==> src/logic/boot_guard_pkg.sv <==
package boot_guard_pkg;
  localparam logic [15:0] REGION_LO      = 16'h1000;
  localparam logic [15:0] REGION_HI      = 16'h17ff;
  localparam logic [15:0] GATEWAY_LO     = 16'h1000;
  localparam logic [15:0] GATEWAY_HI     = 16'h100f;
  localparam logic [15:0] KEY_LO_ADDR    = 16'h17fc;
  localparam logic [15:0] KEY_HI_ADDR    = 16'h17fe;
  localparam logic [15:0] START_VEC_ADDR = 16'h17fa;
  localparam logic [15:0] SIG1_ADDR      = 16'h17f6;
  localparam logic [15:0] SIG2_ADDR      = 16'h17f4;
  localparam logic [15:0] PROT_VEC_ADDR  = 16'h17f2;
  localparam logic [15:0] SIG1_VALUE     = 16'hc35a;
  localparam logic [15:0] SIG2_VALUE     = 16'h3ca5;
  localparam logic [15:0] KEY_ZERO       = 16'h0000;
  localparam logic [15:0] KEY_ONES       = 16'hffff;
  localparam int          DEC_DEBUG_BIT  = 0;
  localparam int          DEC_LOADER_BIT = 1;
  localparam logic [7:0]  OFF_PROT_CTRL  = 8'h00;
  localparam logic [7:0]  OFF_STATUS     = 8'h04;
  localparam logic [7:0]  OFF_DECISION   = 8'h08;
  localparam logic [7:0]  OFF_RX_LEN     = 8'h0c;
  localparam int          ST_SIG_OK      = 0;
  localparam int          ST_DEBUG_OPEN  = 1;
  localparam int          ST_LOADER_RUN  = 2;
  localparam int          ST_INVOKE      = 3;
  localparam int          ST_RX_DONE     = 4;
  localparam int          CTRL_PROT_EN   = 0;
  localparam logic [7:0]  RX_LEN_RESET   = 8'h04;
  typedef enum logic [2:0] {
    S_KEY0 = 3'b000, S_KEY1 = 3'b001, S_SIG1 = 3'b011, S_SIG2 = 3'b010,
    S_PVEC = 3'b110, S_CALL = 3'b111, S_SVEC = 3'b101, S_RUN  = 3'b100
  } seq_state_type;
endpackage

==> src/logic/boot_region_guard_startup.sv <==
`timescale 1ns/1ps
// Contract
// - Region 0x1000..0x17FF is the guarded loader area
// - Protected: outside code cannot read/jump in
// - Gateway 0x1000..0x100F open to outside code
// - Gateway code may jump anywhere in region
// - Key all 00 or all FF leaves debug open
// - Loader starts at word from 0x17FA
// - Signature 1 at 0x17F6 must be C35A
// - Signature 2 at 0x17F4 must be 3CA5
// - Protect routine entry read from 0x17F2
// - Signatures checked before protect routine call
// - Protect routine runs before application code only when both signatures match
// - Protect routine programs protection on every startup with valid signatures
// - Decision bit 0 forces debug open
// - Decision bit 1 starts loader, else not
// - Invoke flag records pin toggle sequence
// - Loader uses RAM vectors, not flash vectors
// - Receive completes only after all command bytes
module boot_region_guard_startup
  import boot_guard_pkg::*;
#(
  parameter logic [15:0] APP_RESET_PC  = 16'h8000,
  parameter int          INVOKE_EDGES  = 2
) (
  input  wire logic        i_clk,
  input  wire logic        i_reset_n,
  input  wire logic        i_psel,
  input  wire logic        i_penable,
  input  wire logic        i_pwrite,
  input  wire logic [7:0]  i_paddr,
  input  wire logic [31:0] i_pwdata,
  output logic             o_pready,
  output logic             o_pslverr,
  output logic [31:0]      o_prdata,
  output logic             o_flash_rd,
  output logic [15:0]      o_flash_addr,
  input  wire logic        i_flash_ack,
  input  wire logic [15:0] i_flash_data,
  output logic             o_call_req,
  output logic [15:0]      o_call_pc,
  input  wire logic        i_protect_done,
  input  wire logic [1:0]  i_decision,
  output logic             o_core_hold,
  output logic             o_run,
  output logic             o_run_loader,
  output logic [15:0]      o_run_pc,
  output logic             o_debug_open,
  input  wire logic        i_acc_valid,
  input  wire logic [15:0] i_acc_addr,
  input  wire logic [15:0] i_acc_src_pc,
  output logic             o_acc_block,
  output logic             o_vec_ram_sel,
  input  wire logic        i_invoke_pin,
  input  wire logic        i_rx_byte
);
  seq_state_type state_r, state_nxt;
  logic [15:0] key_lo_r, key_hi_r, pvec_r, run_pc_r;
  logic        key_valid_r, sig_ok_r, ctrl_written_r, prot_en_r, run_loader_r;
  logic        debug_open_r, invoke_r, rx_done_r;
  logic [1:0]  decision_r;
  logic [7:0]  rx_len_r, rx_cnt_r;
  logic [1:0]  pin_sync_r;
  logic        pin_prev_r;
  logic [7:0]  edge_cnt_r;
  logic [31:0] prdata_r;

  // Flash read sequencing
  wire ack         = i_flash_ack && o_flash_rd;
  wire sig1_match  = (i_flash_data == SIG1_VALUE);
  wire sig2_match  = (i_flash_data == SIG2_VALUE);
  wire call_taken  = (state_r == S_CALL) && i_protect_done && ctrl_written_r;
  wire want_loader = i_decision[DEC_LOADER_BIT];

  always_comb begin
    state_nxt = state_r;
    unique case (state_r)
      S_KEY0: if (ack) state_nxt = S_KEY1;
      S_KEY1: if (ack) state_nxt = S_SIG1;
      S_SIG1: if (ack) state_nxt = sig1_match ? S_SIG2 : S_RUN;
      S_SIG2: if (ack) state_nxt = sig2_match ? S_PVEC : S_RUN;
      S_PVEC: if (ack) state_nxt = S_CALL;
      S_CALL: if (call_taken) state_nxt = want_loader ? S_SVEC : S_RUN;
      S_SVEC: if (ack) state_nxt = S_RUN;
      S_RUN:  state_nxt = S_RUN;
    endcase
  end

  always_comb begin
    o_flash_addr = KEY_LO_ADDR;
    unique case (state_r)
      S_KEY0:  o_flash_addr = KEY_LO_ADDR;
      S_KEY1:  o_flash_addr = KEY_HI_ADDR;
      S_SIG1:  o_flash_addr = SIG1_ADDR;
      S_SIG2:  o_flash_addr = SIG2_ADDR;
      S_PVEC:  o_flash_addr = PROT_VEC_ADDR;
      S_SVEC:  o_flash_addr = START_VEC_ADDR;
      S_CALL:  o_flash_addr = PROT_VEC_ADDR;
      S_RUN:   o_flash_addr = KEY_LO_ADDR;
    endcase
  end

  assign o_flash_rd = (state_r != S_CALL) && (state_r != S_RUN);
  assign o_call_req = (state_r == S_CALL);
  assign o_call_pc  = pvec_r;
  assign o_core_hold = (state_r != S_RUN);
  assign o_run       = (state_r == S_RUN);
  assign o_run_loader = run_loader_r;
  assign o_run_pc    = run_pc_r;
  assign o_debug_open = debug_open_r;
  assign o_vec_ram_sel = run_loader_r;

  always_ff @(posedge i_clk or negedge i_reset_n) begin
    if (!i_reset_n) begin
      state_r <= S_KEY0;
    end else begin
      state_r <= state_nxt;
    end
  end

  always_ff @(posedge i_clk or negedge i_reset_n) begin
    if (!i_reset_n) begin
      key_lo_r    <= KEY_ZERO;
      key_hi_r    <= KEY_ZERO;
      key_valid_r <= 1'b0;
      pvec_r      <= 16'h0000;
      sig_ok_r    <= 1'b0;
    end else if (ack) begin
      if (state_r == S_KEY0) key_lo_r <= i_flash_data;
      if (state_r == S_KEY1) begin
        key_hi_r    <= i_flash_data;
        key_valid_r <= 1'b1;
      end
      if (state_r == S_PVEC) pvec_r <= i_flash_data;
      if (state_r == S_SIG2) sig_ok_r <= sig2_match;
    end
  end

  always_ff @(posedge i_clk or negedge i_reset_n) begin
    if (!i_reset_n) begin
      decision_r   <= 2'b00;
      run_loader_r <= 1'b0;
      run_pc_r     <= APP_RESET_PC;
    end else if (call_taken) begin
      decision_r <= i_decision;
    end else if (ack && state_r == S_SVEC) begin
      run_loader_r <= 1'b1;
      run_pc_r     <= i_flash_data;
    end
  end

  // Debug lock decode
  wire key_blank = ((key_lo_r == KEY_ZERO) && (key_hi_r == KEY_ZERO)) ||
                   ((key_lo_r == KEY_ONES) && (key_hi_r == KEY_ONES));
  always_ff @(posedge i_clk or negedge i_reset_n) begin
    if (!i_reset_n) begin
      debug_open_r <= 1'b0;
    end else begin
      debug_open_r <= key_valid_r && (key_blank || decision_r[DEC_DEBUG_BIT]);
    end
  end

  // Access guard
  wire addr_in_region = (i_acc_addr >= REGION_LO) && (i_acc_addr <= REGION_HI);
  wire src_in_region  = (i_acc_src_pc >= REGION_LO) && (i_acc_src_pc <= REGION_HI);
  wire addr_in_gate   = (i_acc_addr >= GATEWAY_LO) && (i_acc_addr <= GATEWAY_HI);
  // Gateway code lies inside the region, so its jumps pass
  assign o_acc_block = i_acc_valid && prot_en_r && addr_in_region &&
                       !src_in_region && !addr_in_gate;

  // Invoke pin toggle detection
  wire pin_rise = pin_sync_r[1] && !pin_prev_r;
  always_ff @(posedge i_clk or negedge i_reset_n) begin
    if (!i_reset_n) begin
      pin_sync_r <= 2'b00;
      pin_prev_r <= 1'b0;
    end else begin
      pin_sync_r <= {pin_sync_r[0], i_invoke_pin};
      pin_prev_r <= pin_sync_r[1];
    end
  end

  // APB slave
  wire        apb_acc   = i_psel && i_penable;
  wire        apb_wr    = apb_acc && i_pwrite;
  wire        sel_ctrl  = (i_paddr == OFF_PROT_CTRL);
  wire        sel_stat  = (i_paddr == OFF_STATUS);
  wire        sel_dec   = (i_paddr == OFF_DECISION);
  wire        sel_rxl   = (i_paddr == OFF_RX_LEN);
  wire        mapped    = sel_ctrl || sel_stat || sel_dec || sel_rxl;
  wire        clr_inv   = apb_wr && sel_stat && i_pwdata[ST_INVOKE];
  wire        clr_rx    = apb_wr && sel_stat && i_pwdata[ST_RX_DONE];
  wire        inv_set   = pin_rise && (edge_cnt_r == 8'(INVOKE_EDGES - 1));
  wire        rx_set    = i_rx_byte && (rx_cnt_r == rx_len_r - 8'h01);
  wire [31:0] status_w  = {27'h0, rx_done_r, invoke_r, run_loader_r, debug_open_r, sig_ok_r};
  wire [31:0] rd_mux    = sel_ctrl ? {31'h0, prot_en_r} :
                          sel_stat ? status_w :
                          sel_dec  ? {30'h0, decision_r} :
                          sel_rxl  ? {24'h0, rx_len_r} : 32'h0;

  assign o_pready  = 1'b1;
  assign o_pslverr = apb_acc && !mapped;
  assign o_prdata  = prdata_r;

  always_ff @(posedge i_clk or negedge i_reset_n) begin
    if (!i_reset_n) begin
      prdata_r <= 32'h0;
    end else if (i_psel && !i_penable && !i_pwrite) begin
      prdata_r <= rd_mux;
    end
  end

  always_ff @(posedge i_clk or negedge i_reset_n) begin
    if (!i_reset_n) begin
      prot_en_r      <= 1'b0;
      ctrl_written_r <= 1'b0;
      rx_len_r       <= RX_LEN_RESET;
    end else if (apb_wr) begin
      if (sel_ctrl) begin
        prot_en_r      <= i_pwdata[CTRL_PROT_EN];
        ctrl_written_r <= 1'b1;
      end
      if (sel_rxl) rx_len_r <= i_pwdata[7:0];
    end
  end

  // Sticky flags: a set in the clearing cycle wins
  always_ff @(posedge i_clk or negedge i_reset_n) begin
    if (!i_reset_n) begin
      invoke_r   <= 1'b0;
      edge_cnt_r <= 8'h00;
      rx_done_r  <= 1'b0;
      rx_cnt_r   <= 8'h00;
    end else begin
      if (pin_rise) edge_cnt_r <= inv_set ? 8'h00 : edge_cnt_r + 8'h01;
      invoke_r <= inv_set | (invoke_r & ~clr_inv);
      if (i_rx_byte) rx_cnt_r <= rx_set ? 8'h00 : rx_cnt_r + 8'h01;
      rx_done_r <= rx_set | (rx_done_r & ~clr_rx);
    end
  end
endmodule

==> config.mk <==
export PLATFORM = sky130hd
export DESIGN_NAME = boot_region_guard_startup
export DESIGN_NICKNAME = d
export VERILOG_FILES = /design/src/logic/boot_guard_pkg.sv /design/src/logic/boot_region_guard_startup.sv
export SDC_FILE = /design/constraint.sdc
export NUM_CORES = 1
export LEC_CHECK = 0
export ABC_CLOCK_PERIOD_IN_PS = 5800
export BUFFER_PORTS_ARGS = -buffer_cell sky130_fd_sc_hd__buf_2
export CORE_MARGIN = 1
export CORE_UTILIZATION = 40
export CTS_CLUSTER_SIZE = 40
export DETAILED_ROUTE_END_ITERATION = 12
export PLACE_DENSITY = 0.74
export SYNTH_ARGS = -nofsm -noshare
export SYNTH_HDL_FRONTEND = slang
export SYNTH_SLANG_ARGS = --single-unit
==> constraint.sdc <==
create_clock -name i_clk -period 5.8 [get_ports i_clk]
set_input_delay 0.29 -clock i_clk [delete_from_list [all_inputs] [get_ports i_clk]]
set_output_delay 0.29 -clock i_clk [all_outputs]
set_load 0.01 [all_outputs]
==> results of run 1 <==
==> logic make-up (layout without fill, tap and decap cells) <==
family	Yosys count	count (layout)
buffers and inverters	63	139
AO/OA/AOI/OAI	39	39
multiplexers	82	82
AND/OR/NAND/NOR	131	131
XOR/XNOR	20	20
other	2	38
flip-flops	112	112
adder cells (fa/ha/maj)	4	4
==> cells in the mapped netlist (all sizes together), types with 2 or more instances <==
cell    number
nor2b        2
mux2i        5
and4         2
or4          3
or4b         2
dfrtp      110
nor4        13
nand2b       5
or2          2
xor2        11
nand3       13
xnor2        9
a21o         4
nand2       24
o31ai        5
clkbuf      11
nand4       19
and3         3
inv          8
nor3         8
dfstp        2
o21ai        8
mux2        76
nor4b        4
conb         2
o21a         3
a22o         2
nand4b       4
buf         44
ha           4
a21oi        5
nor2        23
==> state kept, by name, indices dropped and copies added (netlist names), 8 cells and up <==
signal      count
edge_cnt_r      8
key_hi_r       16
key_lo_r       16
o_call_pc      16
o_prdata        8
o_run_pc       16
rx_cnt_r        8
rx_len_r        8
==> layout make-up <==
cell class	instances	area, um^2	share of cell area
repair buffers	115	588	0.0937
inverters	8	30.0	0.00479
clock inverters	5	46.3	0.00738
well taps	176	220	0.0351
flip-flops and latches	112	2810	0.447
clock buffers	11	243	0.0387
multi-input cells	314	2340	0.373
==> worst max path at each step <==
stage,endpoint,startpoint,depth (start not counted)
detailed placement,rx_cnt_r[0],rx_len_r[0],7
floorplan,rx_cnt_r[0],rx_len_r[0],7
CTS,rx_cnt_r[0],rx_len_r[0],7
global placement,rx_cnt_r[0],rx_len_r[0],7
global route,rx_cnt_r[0],rx_len_r[0],7
finish,rx_cnt_r[0],rx_len_r[0],7
==> critical path: cells and delay by family (launching register included) <==
kind	cells	cell delay, ns
simple gates	2	1.12
buf+inv	1	0.08
compound gates	2	0.75
flops	1	0.44
fa+ha+maj	1	0.25
xor+xnor	1	0.16
==> routing by layer <==
| metal | global-route usage | wire (um) | vias up |
|---|---|---|---|
| li1 | - | - | 1765 |
| met5 | 0 | 0 | - |
| met1 | 0.207 | 4800 | 1875 |
| met2 | 0.324 | 6250 | 138 |
| met4 | 0.0457 | 173 | 0 |
| met3 | 0.0536 | 744 | 13 |
==> per-stage QoR <==
stage | cells | total power [mW] | area [um^2] | hold slack (ns)
global route | 741 | 2.77 | 6270 | 0.0246
CTS | 741 | 2.65 | 6270 | 0.0307
detailed placement | 724 | 2.03 | 5980 | 0.268
floorplan | 489 | 1.74 | 5540 | -0.00559
finish | 741 | 2.62 | 6270 | 0.0445
global placement | 724 | 1.98 | 5980 | 0.255
==> power by group through the flow <==
stage,clock (mW),sequential [mW],combinational (mW)
3_3_place_gp,0,1.25,0.724
2_1_floorplan,0,1.27,0.475
4_1_cts,0.623,1.27,0.756
6_report,0.609,1.27,0.742
3_5_place_dp,0,1.28,0.752
5_1_grt,0.651,1.30,0.814
==> impl_metrics.yaml, run 1 <==
synthesis:
  synth_top_family_by_area: "multiplexers"
  synth_flop_cell: "sky130_fd_sc_hd__dfrtp_1"
  synth_area_um2: 5410
  synth.lib_cells_used.distinct: 59
  number_of_warning_messages_in_the_yosys_log: 0
  synth_top_area_frac: 0.509
  yosysSeqAreaShare: 0.519
  synth_seq_cells: 112
  post_synth_inst_count: 453
  synthArstFlopShare: 1.00
  synthAdderAreaFrac: 0.00926
  fraction_of_the_mapped_netlist_area_in_compound_gates: 0.0544
  post_synth_xor_area_fraction: 0.0324
  yosys.area_share.simple: 0.139
  number_of_enable_type_register_cells_in_the_synthesized_netlist: 0
  synthDominantAreaCellType: "sky130_fd_sc_hd__dfrtp_1"
  ranking_of_synthesized_cells_by_area: "sky130_fd_sc_hd__dfrtp_1, sky130_fd_sc_hd__mux2_2, sky130_fd_sc_hd__buf_4"
  synth_area_per_cell_um2: 11.9
  synthMuxAreaShare: 0.172
clock_network:
  cts-root-buf: "sky130_fd_sc_hd__clkbuf_16"
  cts_post_setup_buffers_inserted: 0
  tritoncts: "built"
  cts.sinks: 112
  cts.path.max_buffers: 2
  clk-insertion-delay-late_ns: 0.36
  clk_pin_slew_worst_paths_ns: 0.08
  number_of_buffers_created_by_cts: 9
  clock_tree.htree_level_count: 3
  post_cts.resized_instances: 0
  cts_hold_buffers: 1
pwr:
  power.switching_fraction: 0.329
  power.leakage_nw: 2.94
  peak_supply_drop_v: 0.000291
  power_switching_mw: 0.862
  share_seq_of_total_power: 0.484
  p_clk_frac: 0.233
  power-per-cell-area_nw_per_um2: 417
  power_frac_comb: 0.284
  p_int_mw: 1.76
placement:
  post-place-ws_ns: 2.86
  finalWeightedCongestion: 0.784
  dp_hpwl_um: 8990
  io_buffers: 112
grt:
  grt-ovfl-total: 0
  gr-usage-all-layers: 0.180
  first_pass_grt_wire_length_um: 19500
  grt_start_max_net_pins: 79
  antenna_found_initial: 0
  via_count_of_the_first_global_routing_pass: 3807
layout:
  final_core_util: 0.476
  drive_gt1_frac: 0.382
  num_antenna_cells: 0
  total_number_of_nets_in_the_final_design: 664
  mostFrequentLayoutCells: "sky130_fd_sc_hd__buf_2, sky130_fd_sc_hd__dfrtp_1, sky130_fd_sc_hd__mux2_2"
  area.growth.synth_to_final_pct: 16.1
  layout.filler_cells: 1204
  final_common_cell: "sky130_fd_sc_hd__buf_2"
detailed_routing:
  vias: 3791
  initialDrtViolationCount: 152
  route.final.wire_length_um: 12000
  ant_nets: 0
  vias_per_cell: 5.12
  route.detailed.drc: 0
  detailedRoute.firstPassIterationCount: 6
  routed_wire_length_per_instance_um: 16.2
floorplan:
  die_area_um2: 14000
  core_box_area_um2: 13200
  die_h_um: 118
  width_of_the_die_um: 118
  start_util: 0.410
  io-pin-count: 190
  row_count: 42
sta:
  achievable-frequency_mhz: 341
  maxSlewViolCount: 0
  final.setup_skew_ns: 0.00937
  worst_slew_margin_rel: 0.357
  grt_setup_unrepaired: "false"
  setup-tns-final_ns: 0
  finalSetupViolCount: 0
  final_hold_viol_count: 0
  fin_crit_ns: 2.93
  timing_worst_slew_pin_value_ns: 0.964
  layout_setup_ws_ns: 2.87
  tcrit_tclk_final: 0.506
worst_hold_path:
  hold_path_class: "in2reg"
  hold_start: "i_invoke_pin"
  worstHoldPathCells: 1
  hold_path_end: "pin_sync_r[0]"
worst_setup_path:
  reg2reg_setup_slack_ns: 2.87
  crit_path_end_kind: "flip-flop"
  reg_to_reg_startpoint: "rx_len_r[0]"
  timing_worst_setup_path_type: "reg2reg"
  critical_path.max_fanout: 9
  critical_path.reg2reg.endpoint: "rx_cnt_r[0]"
  worst_path_largest_cell_delay_ns: 0.59
  slowest_stage: "sky130_fd_sc_hd__nor4b_1"
  worstPathArrival_ns: 3.15
  worstPathRequired_ns: 6.02
  critical_path_cell_by_cell: "inv_1, ha_1, nor4b_1, xor2_1, or4_4, a2111oi_4, o21ai_1"
  worst-r2r-cell-count: 7
  startpoint_type: "flip-flop"
outcome:
  run_status: "complete, no violations"
flow_run:
  cap_viol_max_count: 0
Power figures use the tool's default switching activity.
==> run 2, diff against run 1 <==
- ABC_CLOCK_PERIOD_IN_PS: 5800 -> 2700
- clock period: 5.8 -> 2.7 ns (I/O delays scaled with it)
==> run 2 against run 1 <==
Compared with the run above: utilization increased by 0.64 points; worst setup slack worse by 2.6 ns; hold slack lost 0.032 ns; critical endpoint unchanged; largest cell class unchanged; largest power group unchanged; highest routed layer unchanged.
==> impl_metrics.yaml, run 2 (same netlist as run 1, synthesis figures left out) <==
outcome:
  run_status: "complete, no violations"
sta:
  finalSetupViolCount: 0
  grt_setup_unrepaired: "false"
  fin_crit_ns: 2.45
  final_hold_viol_count: 0
  layout_setup_ws_ns: 0.247
  timing_worst_slew_pin_value_ns: 0.755
  tcrit_tclk_final: 0.909
  setup-tns-final_ns: 0
  maxSlewViolCount: 0
  worst_slew_margin_rel: 0.497
  final.setup_skew_ns: 0.00992
  achievable-frequency_mhz: 408
layout:
  final_cell_area_um2: 6360
  final_common_cell: "sky130_fd_sc_hd__buf_2"
  drive_gt1_frac: 0.390
  layout.filler_cells: 1201
  area.growth.synth_to_final_pct: 17.6
  total_number_of_nets_in_the_final_design: 673
  num_antenna_cells: 0
  mostFrequentLayoutCells: "sky130_fd_sc_hd__buf_2, sky130_fd_sc_hd__dfrtp_1, sky130_fd_sc_hd__mux2_2"
placement:
  post-place-ws_ns: 0.285
  placement.cell_area_um2: 6040
  dp_hpwl_um: 8900
  io_buffers: 112
  finalWeightedCongestion: 0.801
grt:
  grt-ovfl-total: 0
  antenna_found_initial: 0
  first_pass_grt_wire_length_um: 19600
  via_count_of_the_first_global_routing_pass: 3780
  gr-usage-all-layers: 0.181
  grt_start_max_net_pins: 93
clock_network:
  tritoncts: "built"
  number_of_buffers_created_by_cts: 9
  clk-insertion-delay-late_ns: 0.36
  cts-root-buf: "sky130_fd_sc_hd__clkbuf_16"
  clk_pin_slew_worst_paths_ns: 0.07
  clock_tree.htree_level_count: 3
  cts.sinks: 112
  cts.path.max_buffers: 2
detailed_routing:
  vias_per_cell: 5.14
  route.final.wire_length_um: 12000
  initialDrtViolationCount: 158
  route.detailed.drc: 0
  detailedRoute.firstPassIterationCount: 4
  ant_nets: 0
  routed_wire_length_per_instance_um: 16.0
  vias: 3854
worst_setup_path:
  worst_path_largest_cell_delay_ns: 0.50
  worstPathRequired_ns: 2.94
  timing_worst_setup_path_type: "reg2reg"
  startpoint_type: "flip-flop"
  worstPathArrival_ns: 2.70
  critical_path_cell_by_cell: "inv_1, ha_1, nor4b_1, buf_4, xor2_1, or4_4, a2111oi_4, buf_4, o21ai_1"
  cell_repeated_most_along_the_worst_path: "sky130_fd_sc_hd__buf_4"
  crit_path_end_kind: "flip-flop"
  critical_path.max_fanout: 9
  slowest_stage: "sky130_fd_sc_hd__or4_4"
floorplan:
  start_util: 0.410
  core_box_area_um2: 13200
  width_of_the_die_um: 118
  io-pin-count: 190
  row_count: 42
  die_area_um2: 14000
  die_h_um: 118
pwr:
  peak_supply_drop_v: 0.000530
  power-per-cell-area_nw_per_um2: 882
  power.leakage_nw: 2.98
  totalPowerFinal_mw: 5.61
flow_run:
  cap_viol_max_count: 0
worst_hold_path:
  hold_path_class: "in2reg"
## run 2: cell types whose count changed in the layout (fill, tap and decap cells not counted)
cell,change
sky130_fd_sc_hd__buf_4,+6
sky130_fd_sc_hd__clkinvlp_4,+2
sky130_fd_sc_hd__dlygate4sd3_1,+2
sky130_fd_sc_hd__buf_12,+1
sky130_fd_sc_hd__clkbuf_1,-1
sky130_fd_sc_hd__clkbuf_8,-1
sky130_fd_sc_hd__clkinv_2,+1
sky130_fd_sc_hd__clkinv_4,-1
sky130_fd_sc_hd__clkinv_8,+1
sky130_fd_sc_hd__inv_8,-1
## run 2: critical path, delay by kind of cell, from the launching register on
kind	cells	cell delay (ns)
simple gates	2	0.78
buf+inv	3	0.47
flops	1	0.42
compound gates	2	0.37
fa+ha+maj	1	0.23
xor+xnor	1	0.07
## run 2: stage by stage
stage	hold WS (ns)	utilization	cells
5_1_grt	0.00766	0.482	750
4_1_cts	0.000984	0.482	750
3_3_place_gp	0.0288	0.458	731
2_1_floorplan	-0.161	-	489
6_report	0.0125	0.482	750
3_5_place_dp	0.0402	0.458	731
## run 2: final timing paths
| check | from | to | slack [ns] | cells past startpoint |
|---|---|---|---|---|
| worst min-delay path | i_pwdata[7] | rx_len_r[7] | 0.01 | 2 |
| max in group asynchronous | i_reset_n | rx_len_r[2] | 1.72 | 3 |
| worst max register to register | rx_len_r[1] | rx_cnt_r[0] | 0.25 | 9 |
| worst min register to register | pin_sync_r[0] | pin_sync_r[1] | 0.35 | 0 |
| worst max-delay path | rx_len_r[1] | rx_cnt_r[0] | 0.25 | 9 |
| min in group asynchronous | i_reset_n | key_lo_r[2] | 0.19 | 2 |
## run 2: final cells by class
class                           instances  area [um^2]  area share
Timing Repair Buffer                  124          673       0.106
Tap cell                              176          220      0.0346
Sequential cell                       112         2810       0.441
Inverter                                8         30.0     0.00472
Clock buffer                            9          225      0.0354
Multi-Input combinational cell        314         2340       0.368
Clock inverter                          7         62.6     0.00984
## run 2: timing repair
action / 4_1_cts / 5_1_grt
resized for setup: 0 / 0
buffers inserted: 0 / 0
hold buffers: 3 / 0
endpoints found under the hold margin: 22 / 0
## run 2: report_power, final
| part | internal [mW] | switching (mW) | total, mW |
|---|---|---|---|
| Clock | 0.642 | 0.640 | 1.28 |
| Combinational | 0.847 | 0.769 | 1.62 |
| Sequential | 2.26 | 0.447 | 2.71 |
## run 2: per-layer routing
metal,GRT usage,wire length [um],up-vias
met3,0.0521,805,12
met4,0.0433,153,0
met2,0.319,6230,150
li1,-,-,1788
met1,0.215,4840,1904
met5,0,0,-
==> run 3, diff against run 2 <==
- CELL_PAD_IN_SITES_DETAIL_PLACEMENT: not set -> 1
- CELL_PAD_IN_SITES_GLOBAL_PLACEMENT: not set -> 1
- CORE_MARGIN: 1 -> not set
- CORE_UTILIZATION: 40 -> 39
- PLACE_DENSITY: 0.74 -> 0.89
==> run 3 against run 2 <==
Compared with the run above: count of clock-buffer cells in the layout is the same; combinational power hardly changed; highest routed layer unchanged; non-clock buffer count is 1 higher; largest power group unchanged.
==> impl_metrics.yaml, run 3 (same netlist as run 1, synthesis figures left out) <==
worst_setup_path:
  timing_worst_setup_path_type: "reg2reg"
  worstPathRequired_ns: 2.94
  worstPathArrival_ns: 2.81
  critical_path.max_fanout: 8
  startpoint_type: "flip-flop"
  crit_path_end_kind: "flip-flop"
sta:
  setup-tns-final_ns: 0
  timing_worst_slew_pin_value_ns: 0.862
  tcrit_tclk_final: 0.950
  achievable-frequency_mhz: 390
  grt_setup_unrepaired: "false"
  fin_crit_ns: 2.56
  finalSetupViolCount: 0
  hold-worst-slack_ns: 0.0245
  maxSlewViolCount: 0
  layout_setup_ws_ns: 0.135
  final_hold_viol_count: 0
  worst_slew_margin_rel: 0.423
  final.setup_skew_ns: 0.00666
clock_network:
  cts-root-buf: "sky130_fd_sc_hd__clkbuf_16"
  post_cts.resized_instances: 0
  cts.sinks: 112
  clk-insertion-delay-late_ns: 0.36
  clock_tree.htree_level_count: 3
  number_of_buffers_created_by_cts: 9
  clk_pin_slew_worst_paths_ns: 0.07
  tritoncts: "built"
  cts.path.max_buffers: 2
pwr:
  power.leakage_nw: 3.01
  power-per-cell-area_nw_per_um2: 906
  totalPowerFinal_mw: 5.80
  peak_supply_drop_v: 0.000537
detailed_routing:
  vias: 3954
  routed_wire_length_per_instance_um: 17.8
  initialDrtViolationCount: 167
  detailedRoute.firstPassIterationCount: 6
  route.final.wire_length_um: 13400
  vias_per_cell: 5.26
  ant_nets: 0
  route.detailed.drc: 0
placement:
  io_buffers: 112
  dp_hpwl_um: 9970
  post-place-ws_ns: 0.213
  finalWeightedCongestion: 0.826
  placement.cell_area_um2: 6040
  dpl.cell_count: 731
floorplan:
  core_box_area_um2: 13400
  die_h_um: 120
  start_util: 0.403
  die_area_um2: 14300
  io-pin-count: 190
  width_of_the_die_um: 120
  row_count: 42
layout:
  num_antenna_cells: 0
  drive_gt1_frac: 0.390
  area.growth.synth_to_final_pct: 18.4
  final_cell_area_um2: 6400
  mostFrequentLayoutCells: "sky130_fd_sc_hd__buf_2, sky130_fd_sc_hd__dfrtp_1, sky130_fd_sc_hd__mux2_2"
  final_common_cell: "sky130_fd_sc_hd__buf_2"
  final_core_util: 0.478
  finalNonFillerCells: 751
  total_number_of_nets_in_the_final_design: 674
grt:
  gr-usage-all-layers: 0.196
  via_count_of_the_first_global_routing_pass: 4171
  antenna_found_initial: 0
  grt_start_max_net_pins: 54
  grt-ovfl-total: 0
  first_pass_grt_wire_length_um: 21700
outcome:
  run_status: "complete, no violations"
flow_run:
  cap_viol_max_count: 0
worst_hold_path:
  hold_path_class: "in2reg"
run 3: cell types whose count changed in the layout (fill, tap and decap cells not counted):
cell / change
sky130_fd_sc_hd__inv_8: +3
sky130_fd_sc_hd__clkinvlp_4: -2
sky130_fd_sc_hd__inv_6: -2
sky130_fd_sc_hd__bufinv_16: +1
sky130_fd_sc_hd__clkinv_2: -1
sky130_fd_sc_hd__clkinv_4: +1
sky130_fd_sc_hd__dlygate4sd3_1: +1
run 3: final timing paths:
| path | from | endpoint | slack, ns | cells after the start |
|---|---|---|---|---|
| max in group asynchronous | i_reset_n | o_run_pc[15] | 1.67 | 3 |
| min in group asynchronous | i_reset_n | o_call_pc[4] | 0.23 | 2 |
| setup / recovery | rx_len_r[1] | rx_cnt_r[0] | 0.14 | 9 |
| hold reg to reg | pin_sync_r[0] | pin_sync_r[1] | 0.37 | 0 |
| setup reg to reg | rx_len_r[1] | rx_cnt_r[0] | 0.14 | 9 |
| hold / removal | i_pwdata[6] | rx_len_r[6] | 0.02 | 2 |
run 3: cell type report:
class                   count  area [um^2]
fillers                  1484         7000
flip-flops and latches    112         2810
multi-input cells         314         2340
repair buffers            125          683
clock buffers               9          225
well taps                 176          220
clock inverters             7         97.6
inverters                   8         30.0
run 3: layer usage:
metal	GRT usage	up-vias	wire [um]
met4	0.0688	0	216
met2	0.360	151	7070
li1	-	1785	-
met3	0.0485	16	731
met5	0	-	0
met1	0.220	2002	5370
run 3: worst max-delay path, cell delays in order, from the launching register on:
cell                        delay, ns
sky130_fd_sc_hd__dfrtp_1         0.42
sky130_fd_sc_hd__inv_1           0.08
sky130_fd_sc_hd__ha_1            0.23
sky130_fd_sc_hd__nor4b_1         0.30
sky130_fd_sc_hd__buf_4           0.20
sky130_fd_sc_hd__xor2_1          0.07
sky130_fd_sc_hd__or4_4           0.51
sky130_fd_sc_hd__a2111oi_4       0.35
sky130_fd_sc_hd__buf_4           0.23
sky130_fd_sc_hd__o21ai_1         0.08
run 3: what timing repair did:
item	4_1_cts	5_1_grt
setup buffers	0	0
endpoints found under the hold margin	26	0
hold buffers	4	0
run 3: power breakdown:
group	total, mW	switching [mW]	internal [mW]	leakage (nW)
registers	2.74	0.481	2.26	1.40
logic	1.63	0.780	0.849	1.46
clock network	1.43	0.674	0.753	0.159
total	5.80	1.94	3.86	3.01
